### config.mk
export PLATFORM = sky130hd
export DESIGN_NAME = mls_line_signalling
export DESIGN_NICKNAME = d
export VERILOG_FILES = /design/src/rtl/mls_pkg.sv /design/src/rtl/mls_line_signalling.sv /design/src/rtl/mls_timer.sv
export VERILOG_INCLUDE_DIRS = /design/src /design/src/rtl
export SDC_FILE = /design/constraint.sdc
export NUM_CORES = 1
export LEC_CHECK = 0
export ABC_AREA = 0
export BUFFER_PORTS_ARGS = -buffer_cell sky130_fd_sc_hd__buf_2
export CORE_MARGIN = 3
export CORE_UTILIZATION = 33
export CTS_BUF_LIST = sky130_fd_sc_hd__clkbuf_16
export CTS_CLUSTER_DIAMETER = 50
export DETAILED_ROUTE_END_ITERATION = 6
export GPL_TIMING_DRIVEN = 0
export SLEW_MARGIN = 20
export SYNTH_ARGS = -nofsm -noshare
export SYNTH_HDL_FRONTEND = slang
export SYNTH_HIERARCHICAL = 1
export SYNTH_SLANG_ARGS = --single-unit
### constraint.sdc
create_clock -name clk_sys -period 4.24 [get_ports clk_sys]
set_input_delay 0.636 -clock clk_sys [delete_from_list [all_inputs] [get_ports clk_sys]]
set_output_delay 0.636 -clock clk_sys [all_outputs]
set_load 0.005 [all_outputs]
### src/rtl/mls_defines.svh
// Purpose: Constants for the line signalling block
// Assumes: clk_sys at 250 MHz
// Notes: Times in ns, counts derived from the system clock period
`ifndef MLS_DEFINES_SVH
`define MLS_DEFINES_SVH
`define MLS_CLK_PERIOD_NS 4
`define MLS_HOLD_TIME_NS 4000
`define MLS_SHORT_PULSE_NS 4000
`define MLS_LONG_PULSE_NS 8000
`define MLS_HOLD_CYCLES (`MLS_HOLD_TIME_NS / `MLS_CLK_PERIOD_NS)
`define MLS_SHORT_CYCLES (`MLS_SHORT_PULSE_NS / `MLS_CLK_PERIOD_NS)
`define MLS_LONG_CYCLES (`MLS_LONG_PULSE_NS / `MLS_CLK_PERIOD_NS)
`define MLS_REF_DIV_DEFAULT 32
`define MLS_CNT_W 12
`endif

### src/rtl/mls_pkg.sv
// Purpose: Types for the line signalling block
// Assumes: Nothing
// Notes: Constants live in mls_defines.svh
package mls_pkg;
   typedef enum logic [1:0] {mls_idle, mls_active, mls_hold} mls_state_t;
   typedef enum logic {mls_mode_enable_low, mls_mode_add} mls_mode_t;
endpackage : mls_pkg

### src/rtl/mls_line_signalling.sv
// Purpose: Line signalling between data-link logic and a medium attachment unit
// Assumes: All inputs synchronous to clk_sys; chip_reset_low already synchronous
// Notes: Timing counts in ticks of the divided tick, default one tick per cycle
`timescale 1ns/1ps
`include "mls_defines.svh"
module mls_line_signalling import mls_pkg::*; #(
   parameter int CNT_W = `MLS_CNT_W,
   parameter int SHORT_TICKS = `MLS_SHORT_CYCLES,
   parameter int LONG_TICKS = `MLS_LONG_CYCLES,
   parameter int HOLD_TICKS = `MLS_HOLD_CYCLES
) (
   input wire logic clk_sys,
   input wire logic rst,
   input wire logic chip_reset_low,
   input wire logic [7:0] tick_div,
   input wire logic tx_mode_add,
   input wire logic tx_active_in,
   input wire logic tx_bit_in,
   input wire logic carrier_detect_in,
   input wire logic receive_symbol_in,
   input wire logic [7:0] irq_sources,
   output logic line_drive_gate,
   output logic transmit_symbol_out,
   output logic transmit_activity_flag,
   output logic transition_pulse_low,
   output logic rx_valid,
   output logic rx_bit,
   output logic irq_out_low
);
   mls_state_t state;
   logic [7:0] div_count;
   logic tick;
   logic prev_active;
   logic pulse_busy;

   wire any_reset = rst || !chip_reset_low;
   wire div_wrap = (div_count >= tick_div);
   wire next_tick = div_wrap;
   wire [7:0] next_div_count = div_wrap ? 8'h00 : div_count + 8'h01;

   // Tx encoding
   wire mode_add = (mls_mode_t'(tx_mode_add) == mls_mode_add);
   // Add mode shows unequal lines when idle; enable-low idles on a high gate
   wire gate_when_active = mode_add ? tx_bit_in : 1'b0;
   wire symbol_when_idle = mode_add ? 1'b0 : transmit_symbol_out;
   wire next_gate = tx_active_in ? gate_when_active : 1'b1;
   wire next_symbol = tx_active_in ? tx_bit_in : symbol_when_idle;

   wire frame_start = tx_active_in && !prev_active;
   wire frame_end = !tx_active_in && prev_active;
   wire symbol_change = tx_active_in && prev_active && (next_symbol != transmit_symbol_out);
   wire pulse_short = frame_start || frame_end;
   wire pulse_fire = pulse_short || symbol_change;
   wire [CNT_W-1:0] pulse_load = pulse_short ? CNT_W'(SHORT_TICKS) : CNT_W'(LONG_TICKS);
   wire pulse_done;
   wire hold_done;

   mls_timer #(.W(CNT_W)) u_pulse_timer (
      .clk_sys(clk_sys),
      .rst(any_reset),
      .tick(tick),
      .load(pulse_fire),
      .load_value(pulse_load),
      .done(pulse_done)
   );

   mls_timer #(.W(CNT_W)) u_hold_timer (
      .clk_sys(clk_sys),
      .rst(any_reset),
      .tick(tick),
      .load(frame_end),
      .load_value(CNT_W'(HOLD_TICKS)),
      .done(hold_done)
   );

   mls_state_t next_state;

   // Hold restarts cleanly when a new frame begins before the flag drops.
   // On the load edge hold_done still shows the old zero count, hence the guard.
   always_comb begin
      next_state = state;
      case (state)
         mls_idle: begin
            if (tx_active_in) begin
               next_state = mls_active;
            end
         end
         mls_active: begin
            if (!tx_active_in) begin
               next_state = mls_hold;
            end
         end
         mls_hold: begin
            if (tx_active_in) begin
               next_state = mls_active;
            end else if (hold_done && !frame_end) begin
               next_state = mls_idle;
            end
         end
         default: begin
            next_state = mls_idle;
         end
      endcase
   end

   // Pulse low while a fired pulse counts down; a new edge restarts it
   wire next_pulse_busy = pulse_fire || (pulse_busy && !pulse_done);
   wire next_activity = (next_state != mls_idle);
   wire next_rx_valid = carrier_detect_in;
   wire next_rx_bit = carrier_detect_in & receive_symbol_in;
   wire next_irq_low = ~(|irq_sources);


   // Divider: timers count ticks, so slower reference rates only change tick_div
   always_ff @(posedge clk_sys) begin
      if (any_reset) begin
         div_count <= 8'h00;
         tick <= 1'b0;
      end else begin
         div_count <= next_div_count;
         tick <= next_tick;
      end
   end

   // Frame tracking
   always_ff @(posedge clk_sys) begin
      if (any_reset) begin
         state <= mls_idle;
         prev_active <= 1'b0;
      end else begin
         state <= next_state;
         prev_active <= tx_active_in;
      end
   end

   // Transition pulse; output is the inverse of the next busy state
   always_ff @(posedge clk_sys) begin
      if (any_reset) begin
         pulse_busy <= 1'b0;
         transition_pulse_low <= 1'b1;
      end else begin
         pulse_busy <= next_pulse_busy;
         transition_pulse_low <= ~next_pulse_busy;
      end
   end

   // Transmit lines
   always_ff @(posedge clk_sys) begin
      if (any_reset) begin
         line_drive_gate <= 1'b1;
         transmit_symbol_out <= 1'b0;
      end else begin
         line_drive_gate <= next_gate;
         transmit_symbol_out <= next_symbol;
      end
   end

   // Activity flag covers the frame and the hold time
   always_ff @(posedge clk_sys) begin
      if (any_reset) begin
         transmit_activity_flag <= 1'b0;
      end else begin
         transmit_activity_flag <= next_activity;
      end
   end

   // Receive side: no filtering, the line unit owns noise rejection
   always_ff @(posedge clk_sys) begin
      if (any_reset) begin
         rx_valid <= 1'b0;
         rx_bit <= 1'b0;
      end else begin
         rx_valid <= next_rx_valid;
         rx_bit <= next_rx_bit;
      end
   end

   // Interrupt level, low while any source stands
   always_ff @(posedge clk_sys) begin
      if (any_reset) begin
         irq_out_low <= 1'b1;
      end else begin
         irq_out_low <= next_irq_low;
      end
   end
endmodule : mls_line_signalling

### src/rtl/mls_timer.sv
// Purpose: Loadable down counter advanced by a tick enable
// Assumes: Load has priority over counting
// Notes: done is a registered level, high while count is zero
`timescale 1ns/1ps
module mls_timer #(
   parameter int W = 12
) (
   input wire logic clk_sys,
   input wire logic rst,
   input wire logic tick,
   input wire logic load,
   input wire logic [W-1:0] load_value,
   output logic done
);
   logic [W-1:0] count;
   wire count_zero = (count == '0);
   wire [W-1:0] next_count = load ? load_value : ((tick && !count_zero) ? count - 1'b1 : count);

   always_ff @(posedge clk_sys) begin
      if (rst) begin
         count <= '0;
         done <= 1'b1;
      end else begin
         count <= next_count;
         done <= (next_count == '0);
      end
   end
endmodule : mls_timer

==> impl_metrics.ini, run 1 <==
[outcome]
status = complete, no violations

[yosys]
synth_common_cells = dfxtp_1 (46), nor2_1 (29), inv_1 (27), nand2_1 (27), ha_1 (15)
ys_seq_area_frac = 0.343
synth_top_family_by_area = simple AND/OR/NAND/NOR gates
ys.flop_type = dfxtp_1
synth.avg_cell_area_um2 = 8.69
synth_mux_area_frac = 0.0191
async_flop_share = 0
synth_area_leaders = dfxtp_1 (34%), ha_1 (7.0%), xnor2_1 (4.2%)
synth_compound_area_frac = 0.196
synth_fa_ha_area_frac = 0.0699
ys_ff_latch = 46
synth_area_leader_cell = dfxtp_1
ys_warn_count = 6
synth.most_common_cell = dfxtp_1
synth_simple_gate_area_share = 0.273
synthCells = 309
synth_edf_count = 0
synth_top_area_frac = 0.343
synth_cell_types = 49
synthXorXnorAreaFrac = 0.0489
syn_area_um2 = 2690

[placed_design]
place_ws_ns = 1.30
io_buffers = 30
place_congestion = 0.801
dp_hpwl_um = 4460

[clock_tree]
cts_made_buffers = 5
ctsHoldBuffers = 0
htreeDepth = 2
clock_latency_ns = 0.29
cts_tree = built
clockBufferDepth = 2
cts.sinks = 46
cts.clk_slew.worst_paths_ns = 0.07
cts_resized = 0
cts-root-buf = clkbuf_16
cts_setup_buffers = 0

[layout]
drive_gt1_frac = 0.159
post-route-util = 0.413
fillers = 790
seqCellArea_um2 = 921
antenna_cells = 0
multi_input_area_um2 = 1730
areaGrowthSynthToFinish_pct = 20.0
nets = 409

[routing]
via_count = 2339
routed_wl_um = 5840
drtPass1Iterations = 4
drc = 0
wire_per_inst_um = 12.3
antenna_left = 0
viasPerCell = 4.95
drt_iter0_markers = 93

[sta]
setup_ws_ns = 1.57
holdWs_ns = 0.489
setup_viol = 0
maxSlewHeadroom = 0.474
finalCriticalPeriod_ns = 2.67
skew_ns = 0.00678
final-hold-violation-count = 0
slew_violations = 0
timing.fmax_ghz = 0.374
setup_tns_ns = 0
worst_slew_pin_slew_ns = 0.777
fin_crit_sh = 0.630
rsz0062_at_grt = no

[critical_path]
startpoint = tx_active_in
worstSetupEndpoint = u_pulse_timer/done$_SDFF_PP1_
r2r_slack_ns = 1.71
cp.arrival_ns = 2.86
cp_data_required_time_ns = 4.42
critical_path_class = in -> reg
worstPathMaxFanout = 9
worst_setup_path_end_kind = flip-flop
worst_setup_path_start_kind = input port
worstRegToRegCells = 8
reg2reg_to = u_pulse_timer/done$_SDFF_PP1_
timing.rr.start = u_pulse_timer/count[0]$_SDFF_PP0_

[grt]
grt_pass1_vias = 2200
grt_max_degree = 16
grt_busiest_layer = met2
grt_pass1_wl_um = 10100
met3_usage = 0.0289
met2_usage = 0.233
grt_overflow = 0
antenna_found_initial = 0
grt_use_met1 = 0.172
grt_usage = 0.137

[floorplanning]
die_area_um2 = 9260
num_rows = 32
initial_core_util = 0.344
die_w_um = 96.2
dieHeight_um = 96.2
ios = 31
core_um2 = 7810

[hold_path]
hold_start = div_count[0]$_SDFF_PP0_
hold_path_class = reg -> reg

[pwr]
p_per_area_nw_per_um2 = 324
leakage_nw = 1.38
ir_drop_uv = 156

[run]
max_cap_violations = 0
==> placed cells by master, fill, tap and decap left out, types with 3 or more instances in the layout <==
| cell | n |
|---|---|
| nor2_1 | 29 |
| a31oi_1 | 4 |
| a21oi_1 | 10 |
| and2_1 | 6 |
| mux2i_1 | 4 |
| a21o_1 | 4 |
| o21ai_0 | 14 |
| clkbuf_16 | 5 |
| conb_1 | 26 |
| inv_1 | 27 |
| o31ai_1 | 3 |
| and3_1 | 4 |
| nor3_1 | 13 |
| nand3_1 | 5 |
| nand2b_1 | 3 |
| ha_1 | 15 |
| nand2_1 | 27 |
| buf_2 | 31 |
| nor4_1 | 4 |
| dfxtp_1 | 46 |
| nor3_2 | 6 |
| a211oi_1 | 10 |
| o31a_1 | 4 |
| a22oi_1 | 3 |
| clkbuf_1 | 6 |
| nor2b_1 | 4 |
| xnor2_1 | 13 |
| or3_1 | 3 |
==> critical path, cell delays in order <==
cell and delay (ns):
buf_2 0.15, inv_1 0.09, ha_1 0.33, inv_1 0.08, a21o_1 0.27, nor3_1 0.30, a22oi_1 0.11, or4b_1 0.54
o41ai_2 0.35
==> layer usage <==
metal  share of wire  vias to the layer above
li1                -                     1209
met3           0.031                       10
met4           0.017                        0
met2            0.47                       46
met1            0.48                     1074
met5               0                        -
==> kinds of logic after synthesis <==
| family | count (synthesis) |
|---|---|
| XOR/XNOR | 15 |
| AO/OA/AOI/OAI | 70 |
| multiplexers | 5 |
| buffers and inverters | 34 |
| other | 2 |
| AND/OR/NAND/NOR | 122 |
| adder cells (fa/ha/maj) | 15 |
| flip-flops | 46 |
==> cell type report <==
type / instances / area share
tap: 102 / 0.0396
sequential: 46 / 0.286
multi-input combinational: 253 / 0.536
inverter: 27 / 0.0315
timing repair buffer: 30 / 0.0466
clock inverter: 3 / 0.0136
buffer: 7 / 0.00854
clock buffer: 5 / 0.0388
==> power by group <==
| group | switching [mW] | total (mW) | internal [mW] | leakage [nW] |
|---|---|---|---|---|
| sequential | 0.0138 | 0.460 | 0.446 | 0.375 |
| clock | 0.168 | 0.447 | 0.279 | 0.0842 |
| combinational | 0.0776 | 0.136 | 0.0583 | 0.924 |
| total | 0.260 | 1.04 | 0.783 | 1.38 |
==> through the flow <==
stage / instance area [um^2] / cells / power [mW]
3_5_place_dp: 3050 / 465 / 0.604
4_1_cts: 3220 / 473 / 1.06
6_report: 3220 / 473 / 1.04
2_1_floorplan: 2780 / 333 / 0.564
3_3_place_gp: 3050 / 465 / 0.602
5_1_grt: 3220 / 473 / 1.10
==> sequential cells by signal, indices dropped and copies added, names as in the netlist <==
| name | count |
|---|---|
| div_count | 8 |
| transmit_activity_flag | 1 |
| prev_active | 1 |
| rx_bit | 1 |
| pulse_busy | 1 |
| transmit_symbol_out | 1 |
| u_hold_timer/done | 1 |
| tick | 1 |
| u_hold_timer/count | 12 |
| irq_out_low | 1 |
| line_drive_gate | 1 |
| u_pulse_timer/done | 1 |
| u_pulse_timer/count | 12 |
| transition_pulse_low | 1 |
| rx_valid | 1 |
| state | 2 |
==> worst min-delay path by stage <==
stage	slack, ns	end	cells after the start
after global placement	0.48	state[0]$_SDFF_PP0_	3
after detailed placement	0.49	div_count[0]$_SDFF_PP0_	1
final	0.49	div_count[0]$_SDFF_PP0_	1
after CTS	0.49	div_count[0]$_SDFF_PP0_	1
after floorplan	0.46	div_count[0]$_SDFF_PP0_	1
after global routing	0.52	div_count[0]$_SDFF_PP0_	1
No activity file was read; power rests on OpenSTA's default activity.
==> inputs of run 2 (changes only) <==
==> constraint.sdc (replaced) <==
create_clock -name clk_sys -period 2.7 [get_ports clk_sys]
set_input_delay 0.405 -clock clk_sys [delete_from_list [all_inputs] [get_ports clk_sys]]
set_output_delay 0.405 -clock clk_sys [all_outputs]
set_load 0.005 [all_outputs]
==> run 2 against run 1 <==
Net effect:
- total power increased by 57%
- sequential power increased by 57%
- count of clock-buffer cells in the layout unchanged
- via count decreased by 0.60%
- utilization increased by 0.18 points
- global-route usage unchanged
- critical path type is now reg -> reg
- combinational power increased by 60%
==> impl_metrics.ini, run 2 (synthesized netlist as in run 1, its figures left out) <==
[outcome]
status = complete, no violations

[hold_path]
min_path_cells = 2
hold_path_class = in -> reg
holdPathEnd = rx_valid$_SDFF_PP0_
hold_start = carrier_detect_in

[layout]
antenna_cells = 0
reg_top3 = u_hold_timer/count: 12 flops, u_pulse_timer/count: 12 flops, div_count: 8 flops
nets = 410
fillers = 791
drive_gt1_frac = 0.164
areaGrowthSynthToFinish_pct = 20.5
layout_common_cells = dfxtp_1 (46), buf_2 (31), nor2_1 (29), inv_1 (27), nand2_1 (27)
final_common_cell = dfxtp_1

[critical_path]
r2r_slack_ns = 0.18
worst_setup_path_start_kind = flip-flop
cp_data_required_time_ns = 2.89
worst_path_max_delay_cell = or4b_1
worstRegToRegCells = 8
cp.arrival_ns = 2.71
critical_path_buf_inv_count = 1
timing.rr.start = u_pulse_timer/count[0]$_SDFF_PP0_
reg2reg_to = u_pulse_timer/done$_SDFF_PP1_
crit_cells = 8
critPathTopFamily = simple AND/OR/NAND/NOR gates
worstPathMaxFanout = 6
max_stage_delay_ns = 0.54
worst_setup_path_end_kind = flip-flop
crit_chain = inv_1, ha_1, nand4bb_1, o31a_1, nor3_1, a22oi_1, or4b_1, o41ai_2
critical_path_class = reg -> reg

[grt]
grt_overflow = 0
antenna_found_initial = 0
grt_pass1_wl_um = 10100
grt_pass1_vias = 2200
grt_max_degree = 16
grt_usage = 0.137

[routing]
wire_per_inst_um = 12.2
antenna_left = 0
drc = 0
routed_wl_um = 5790
via_count = 2325
viasPerCell = 4.91
drtPass1Iterations = 4
drt_iter0_markers = 88

[floorplanning]
ios = 31
dieHeight_um = 96.2
core_um2 = 7810
die_w_um = 96.2
num_rows = 32
die_area_um2 = 9260
initial_core_util = 0.344

[pwr]
ir_drop_uv = 244
p_int_mw = 1.23
power_frac_comb = 0.132
p_per_area_nw_per_um2 = 507
p_sw_frac = 0.249
netSwitchingPower_mw = 0.409
p_seq_frac = 0.439
p_total_mw = 1.64
leakage_nw = 1.39
share_clk_of_total_power = 0.429

[sta]
final-hold-violation-count = 0
setup_tns_ns = 0
skew_ns = 0.00596
setup_viol = 0
fin_crit_sh = 0.934
setup_ws_ns = 0.179
finalCriticalPeriod_ns = 2.52
maxSlewHeadroom = 0.506
rsz0062_at_grt = no
timing.fmax_ghz = 0.397
worst_slew_pin_slew_ns = 0.731
slew_violations = 0

[clock_tree]
htreeDepth = 2
cts_made_buffers = 5
cts_tree = built
clock_latency_ns = 0.29
cts-root-buf = clkbuf_16
cts.clk_slew.worst_paths_ns = 0.07
cts.sinks = 46
clockBufferDepth = 2

[placed_design]
place_congestion = 0.801
io_buffers = 30
place_ws_ns = -0.00967
dp_hpwl_um = 4460

[run]
max_cap_violations = 0
-- run 2: timing repair --
| action | CTS | global route |
|---|---|---|
| buffers inserted | 0 | 1 |
| gates resized for setup | 0 | 1 |
| hold buffers | 0 | 0 |
| endpoints found under the setup margin | 0 | 1 |
-- run 2: worst max-delay path by stage --
stage | from | to
floorplan | tx_active_in | u_pulse_timer/done$_SDFF_PP1_
CTS | u_pulse_timer/count[0]$_SDFF_PP0_ | u_pulse_timer/done$_SDFF_PP1_
detailed placement | tx_active_in | u_pulse_timer/done$_SDFF_PP1_
global route | u_pulse_timer/count[0]$_SDFF_PP0_ | u_pulse_timer/done$_SDFF_PP1_
finish | u_pulse_timer/count[0]$_SDFF_PP0_ | u_pulse_timer/done$_SDFF_PP1_
global placement | tx_active_in | u_pulse_timer/done$_SDFF_PP1_
-- run 2: layout make-up --
cell class | instances | area [um^2] | share of cell area
multi-input combinational | 253 | 1730 | 0.535
sequential | 46 | 921 | 0.285
timing repair buffer | 31 | 158 | 0.0487
buffer | 7 | 27.5 | 0.00851
inverter | 27 | 101 | 0.0313
clock buffer | 5 | 125 | 0.0387
tap | 102 | 128 | 0.0394
clock inverter | 3 | 43.8 | 0.0135
-- run 2: worst register-to-register path: stages (launching register included) --
cell and delay, ns:
dfxtp_1 0.34, inv_1 0.09, ha_1 0.17, nand4bb_1 0.28, o31a_1 0.33, nor3_1 0.21, a22oi_1 0.11, or4b_1 0.54
o41ai_2 0.35
-- run 2: power by group through the flow --
stage	Clock [mW]	Combinational (mW)	Sequential, mW
floorplan	0	0.154	0.733
global placement	0	0.210	0.736
detailed placement	0	0.212	0.737
CTS	0.727	0.213	0.721
global route	0.762	0.246	0.724
finish	0.704	0.217	0.721
-- run 2: routing by layer --
layer  wire length [um]  track usage  up-vias
met5                  0            0        -
met4                 72       0.0462        0
met3                218       0.0289        8
met2               2780        0.233       49
met1               2720        0.172     1062
li1                   -            -     1206
-- run 2: per-stage QoR --
stage	hold slack [ns]	cells	util	cell area, um^2
floorplan	0.456	333	-	2780
global placement	0.482	465	0.391	3050
detailed placement	0.486	465	0.391	3050
CTS	0.329	473	0.413	3220
global route	0.324	474	0.414	3240
finish	0.333	474	0.414	3240
==> inputs of run 3 (changes only) <==
--- a/config.mk
+++ b/config.mk
@@ -8,12 +8,14 @@
 export LEC_CHECK = 0
 export ABC_AREA = 0
 export BUFFER_PORTS_ARGS = -buffer_cell sky130_fd_sc_hd__buf_2
+export CORE_ASPECT_RATIO = 1.5
 export CORE_MARGIN = 3
 export CORE_UTILIZATION = 33
 export CTS_BUF_LIST = sky130_fd_sc_hd__clkbuf_16
 export CTS_CLUSTER_DIAMETER = 50
 export DETAILED_ROUTE_END_ITERATION = 6
 export GPL_TIMING_DRIVEN = 0
+export MAX_ROUTING_LAYER = met4
 export SLEW_MARGIN = 20
 export SYNTH_ARGS = -nofsm -noshare
 export SYNTH_HDL_FRONTEND = slang
==> run 3 against run 2 <==
Net effect:
- hold slack better by 0.0012 ns
- count of clock-buffer cells in the layout unchanged
- final area shrank 1.0%
- routed wire length decreased by 0.59%
- combinational power down 2%
- sequential power about the same
- global-route usage rose by 0.076 points
- via count down 0.52%
- utilization decreased by 0.16 points
==> impl_metrics.ini, run 3 (synthesized netlist as in run 1, its figures left out) <==
[pwr]
p_per_area_nw_per_um2 = 476
p_total_mw = 1.53
ir_drop_uv = 288
leakage_nw = 1.38

[sta]
finalCriticalPeriod_ns = 2.50
slew_violations = 0
maxSlewHeadroom = 0.461
worst_slew_pin_slew_ns = 0.797
setup_viol = 0
final-hold-violation-count = 0
fin_crit_sh = 0.925
skew_ns = 0.00380
timing.fmax_ghz = 0.400

[routing]
routed_wl_um = 5760
wire_per_inst_um = 12.1
viasPerCell = 4.88
antenna_left = 0
drtPass1Iterations = 4
via_count = 2313
drt_iter0_markers = 75
drc = 0

[critical_path]
critPathTopFamily = simple AND/OR/NAND/NOR gates
worstPathMaxFanout = 8
cp.arrival_ns = 2.69
startpoint = u_pulse_timer/count[0]$_SDFF_PP0_
worstRegToRegCells = 8
timing.rr.start = u_pulse_timer/count[0]$_SDFF_PP0_
crit_chain = inv_1, ha_1, nor4b_4, a31oi_1, o221ai_1, nand2_1, or4b_1, o41ai_2
worstSetupEndpoint = u_pulse_timer/done$_SDFF_PP1_
worst_setup_path_end_kind = flip-flop
worst_path_max_delay_cell = or4b_1
critical_path_buf_inv_count = 1
crit_cells = 8
critical_path_class = reg -> reg
max_stage_delay_ns = 0.55
reg2reg_to = u_pulse_timer/done$_SDFF_PP1_
worst_setup_path_start_kind = flip-flop
cp_data_required_time_ns = 2.89
r2r_slack_ns = 0.20

[floorplanning]
num_rows = 39
ios = 31
dieHeight_um = 116
die_area_um2 = 9280
initial_core_util = 0.346
die_w_um = 79.7
core_um2 = 7760

[layout]
fillers = 799
layout_common_cells = dfxtp_1 (46), buf_2 (31), nor2_1 (29), inv_1 (28), nand2_1 (27)
post-route-util = 0.413
drive_gt1_frac = 0.159
reg_top3 = u_hold_timer/count: 12 flops, u_pulse_timer/count: 12 flops, div_count: 8 flops
areaGrowthSynthToFinish_pct = 19.3
final_common_cell = dfxtp_1
antenna_cells = 0
nets = 410

[run]
max_cap_violations = 0

[clock_tree]
cts.sinks = 46
cts_made_buffers = 5
clock_latency_ns = 0.28
cts_tree = built
clockBufferDepth = 2
cts.clk_slew.worst_paths_ns = 0.06
cts-root-buf = clkbuf_16
cts_resized = 0
ctsHoldBuffers = 0
htreeDepth = 2
cts_setup_buffers = 0

[placed_design]
place_congestion = 0.835
io_buffers = 30
dp_hpwl_um = 4460

[grt]
grt_overflow = 0
grt_pass1_wl_um = 10000
grt_usage = 0.138
grt_busiest_layer = met2
met3_usage = 0.0231
grt_pass1_vias = 2341
grt_use_met1 = 0.138
met2_usage = 0.266
antenna_found_initial = 0
grt_max_degree = 15

[hold_path]
hold_path_class = in -> reg

[outcome]
status = complete, no violations
run 3: worst min-delay path by stage:
stage,to,slack (ns),cells after the start,from
6_report,rx_valid$_SDFF_PP0_,0.33,2,carrier_detect_in
5_1_grt,rx_valid$_SDFF_PP0_,0.35,2,carrier_detect_in
4_1_cts,rx_valid$_SDFF_PP0_,0.33,2,carrier_detect_in
3_5_place_dp,state[0]$_SDFF_PP0_,0.49,3,state[1]$_SDFF_PP0_
3_3_place_gp,div_count[0]$_SDFF_PP0_,0.48,1,div_count[0]$_SDFF_PP0_
2_1_floorplan,div_count[0]$_SDFF_PP0_,0.46,1,div_count[0]$_SDFF_PP0_
run 3: where the power goes:
group | switching, mW | internal, mW
Combinational | 0.120 | 0.0924
Clock | 0.252 | 0.339
Sequential | 0.0212 | 0.700
Total | 0.393 | 1.13
run 3: layer usage:
| metal | part of all wire | routed length, um | up-vias |
|---|---|---|---|
| li1 | - | - | 1206 |
| met4 | 0.014 | 80 | 0 |
| met5 | 0 | 0 | - |
| met3 | 0.016 | 94 | 6 |
| met2 | 0.55 | 3180 | 15 |
| met1 | 0.42 | 2400 | 1086 |
run 3: worst register-to-register path: cells and delay by family, from the launching register on:
family                   cells  cell delay, ns
AND/OR/NAND/NOR              3            1.02
AO/OA/AOI/OAI                3            0.79
flip-flops                   1            0.34
adder cells (fa/ha/maj)      1            0.16
buffers and inverters        1            0.09
run 3: cell type report:
class                      count  area (um^2)  share of cell area
buffer                         7         27.5             0.00859
clock buffer                   5          125              0.0391
clock inverter                 3         17.5             0.00547
inverter                      27          101              0.0316
multi-input combinational    253         1730               0.539
sequential                    46          921               0.288
tap                          102          128              0.0398
timing repair buffer          31          158              0.0492
run 3: through the flow:
stage / cells / TNS, ns / hold slack (ns) / area [um^2] / setup WS, ns
after floorplan: 333 / 0 / 0.456 / 2780 / 0.472
after global placement: 465 / 0 / 0.481 / 3050 / 0.0206
after detailed placement: 465 / 0 / 0.489 / 3050 / 0.0363
after CTS: 473 / 0 / 0.326 / 3200 / 0.162
after global routing: 474 / -0.00226 / 0.347 / 3200 / -0.00226
final: 474 / 0 / 0.335 / 3200 / 0.202
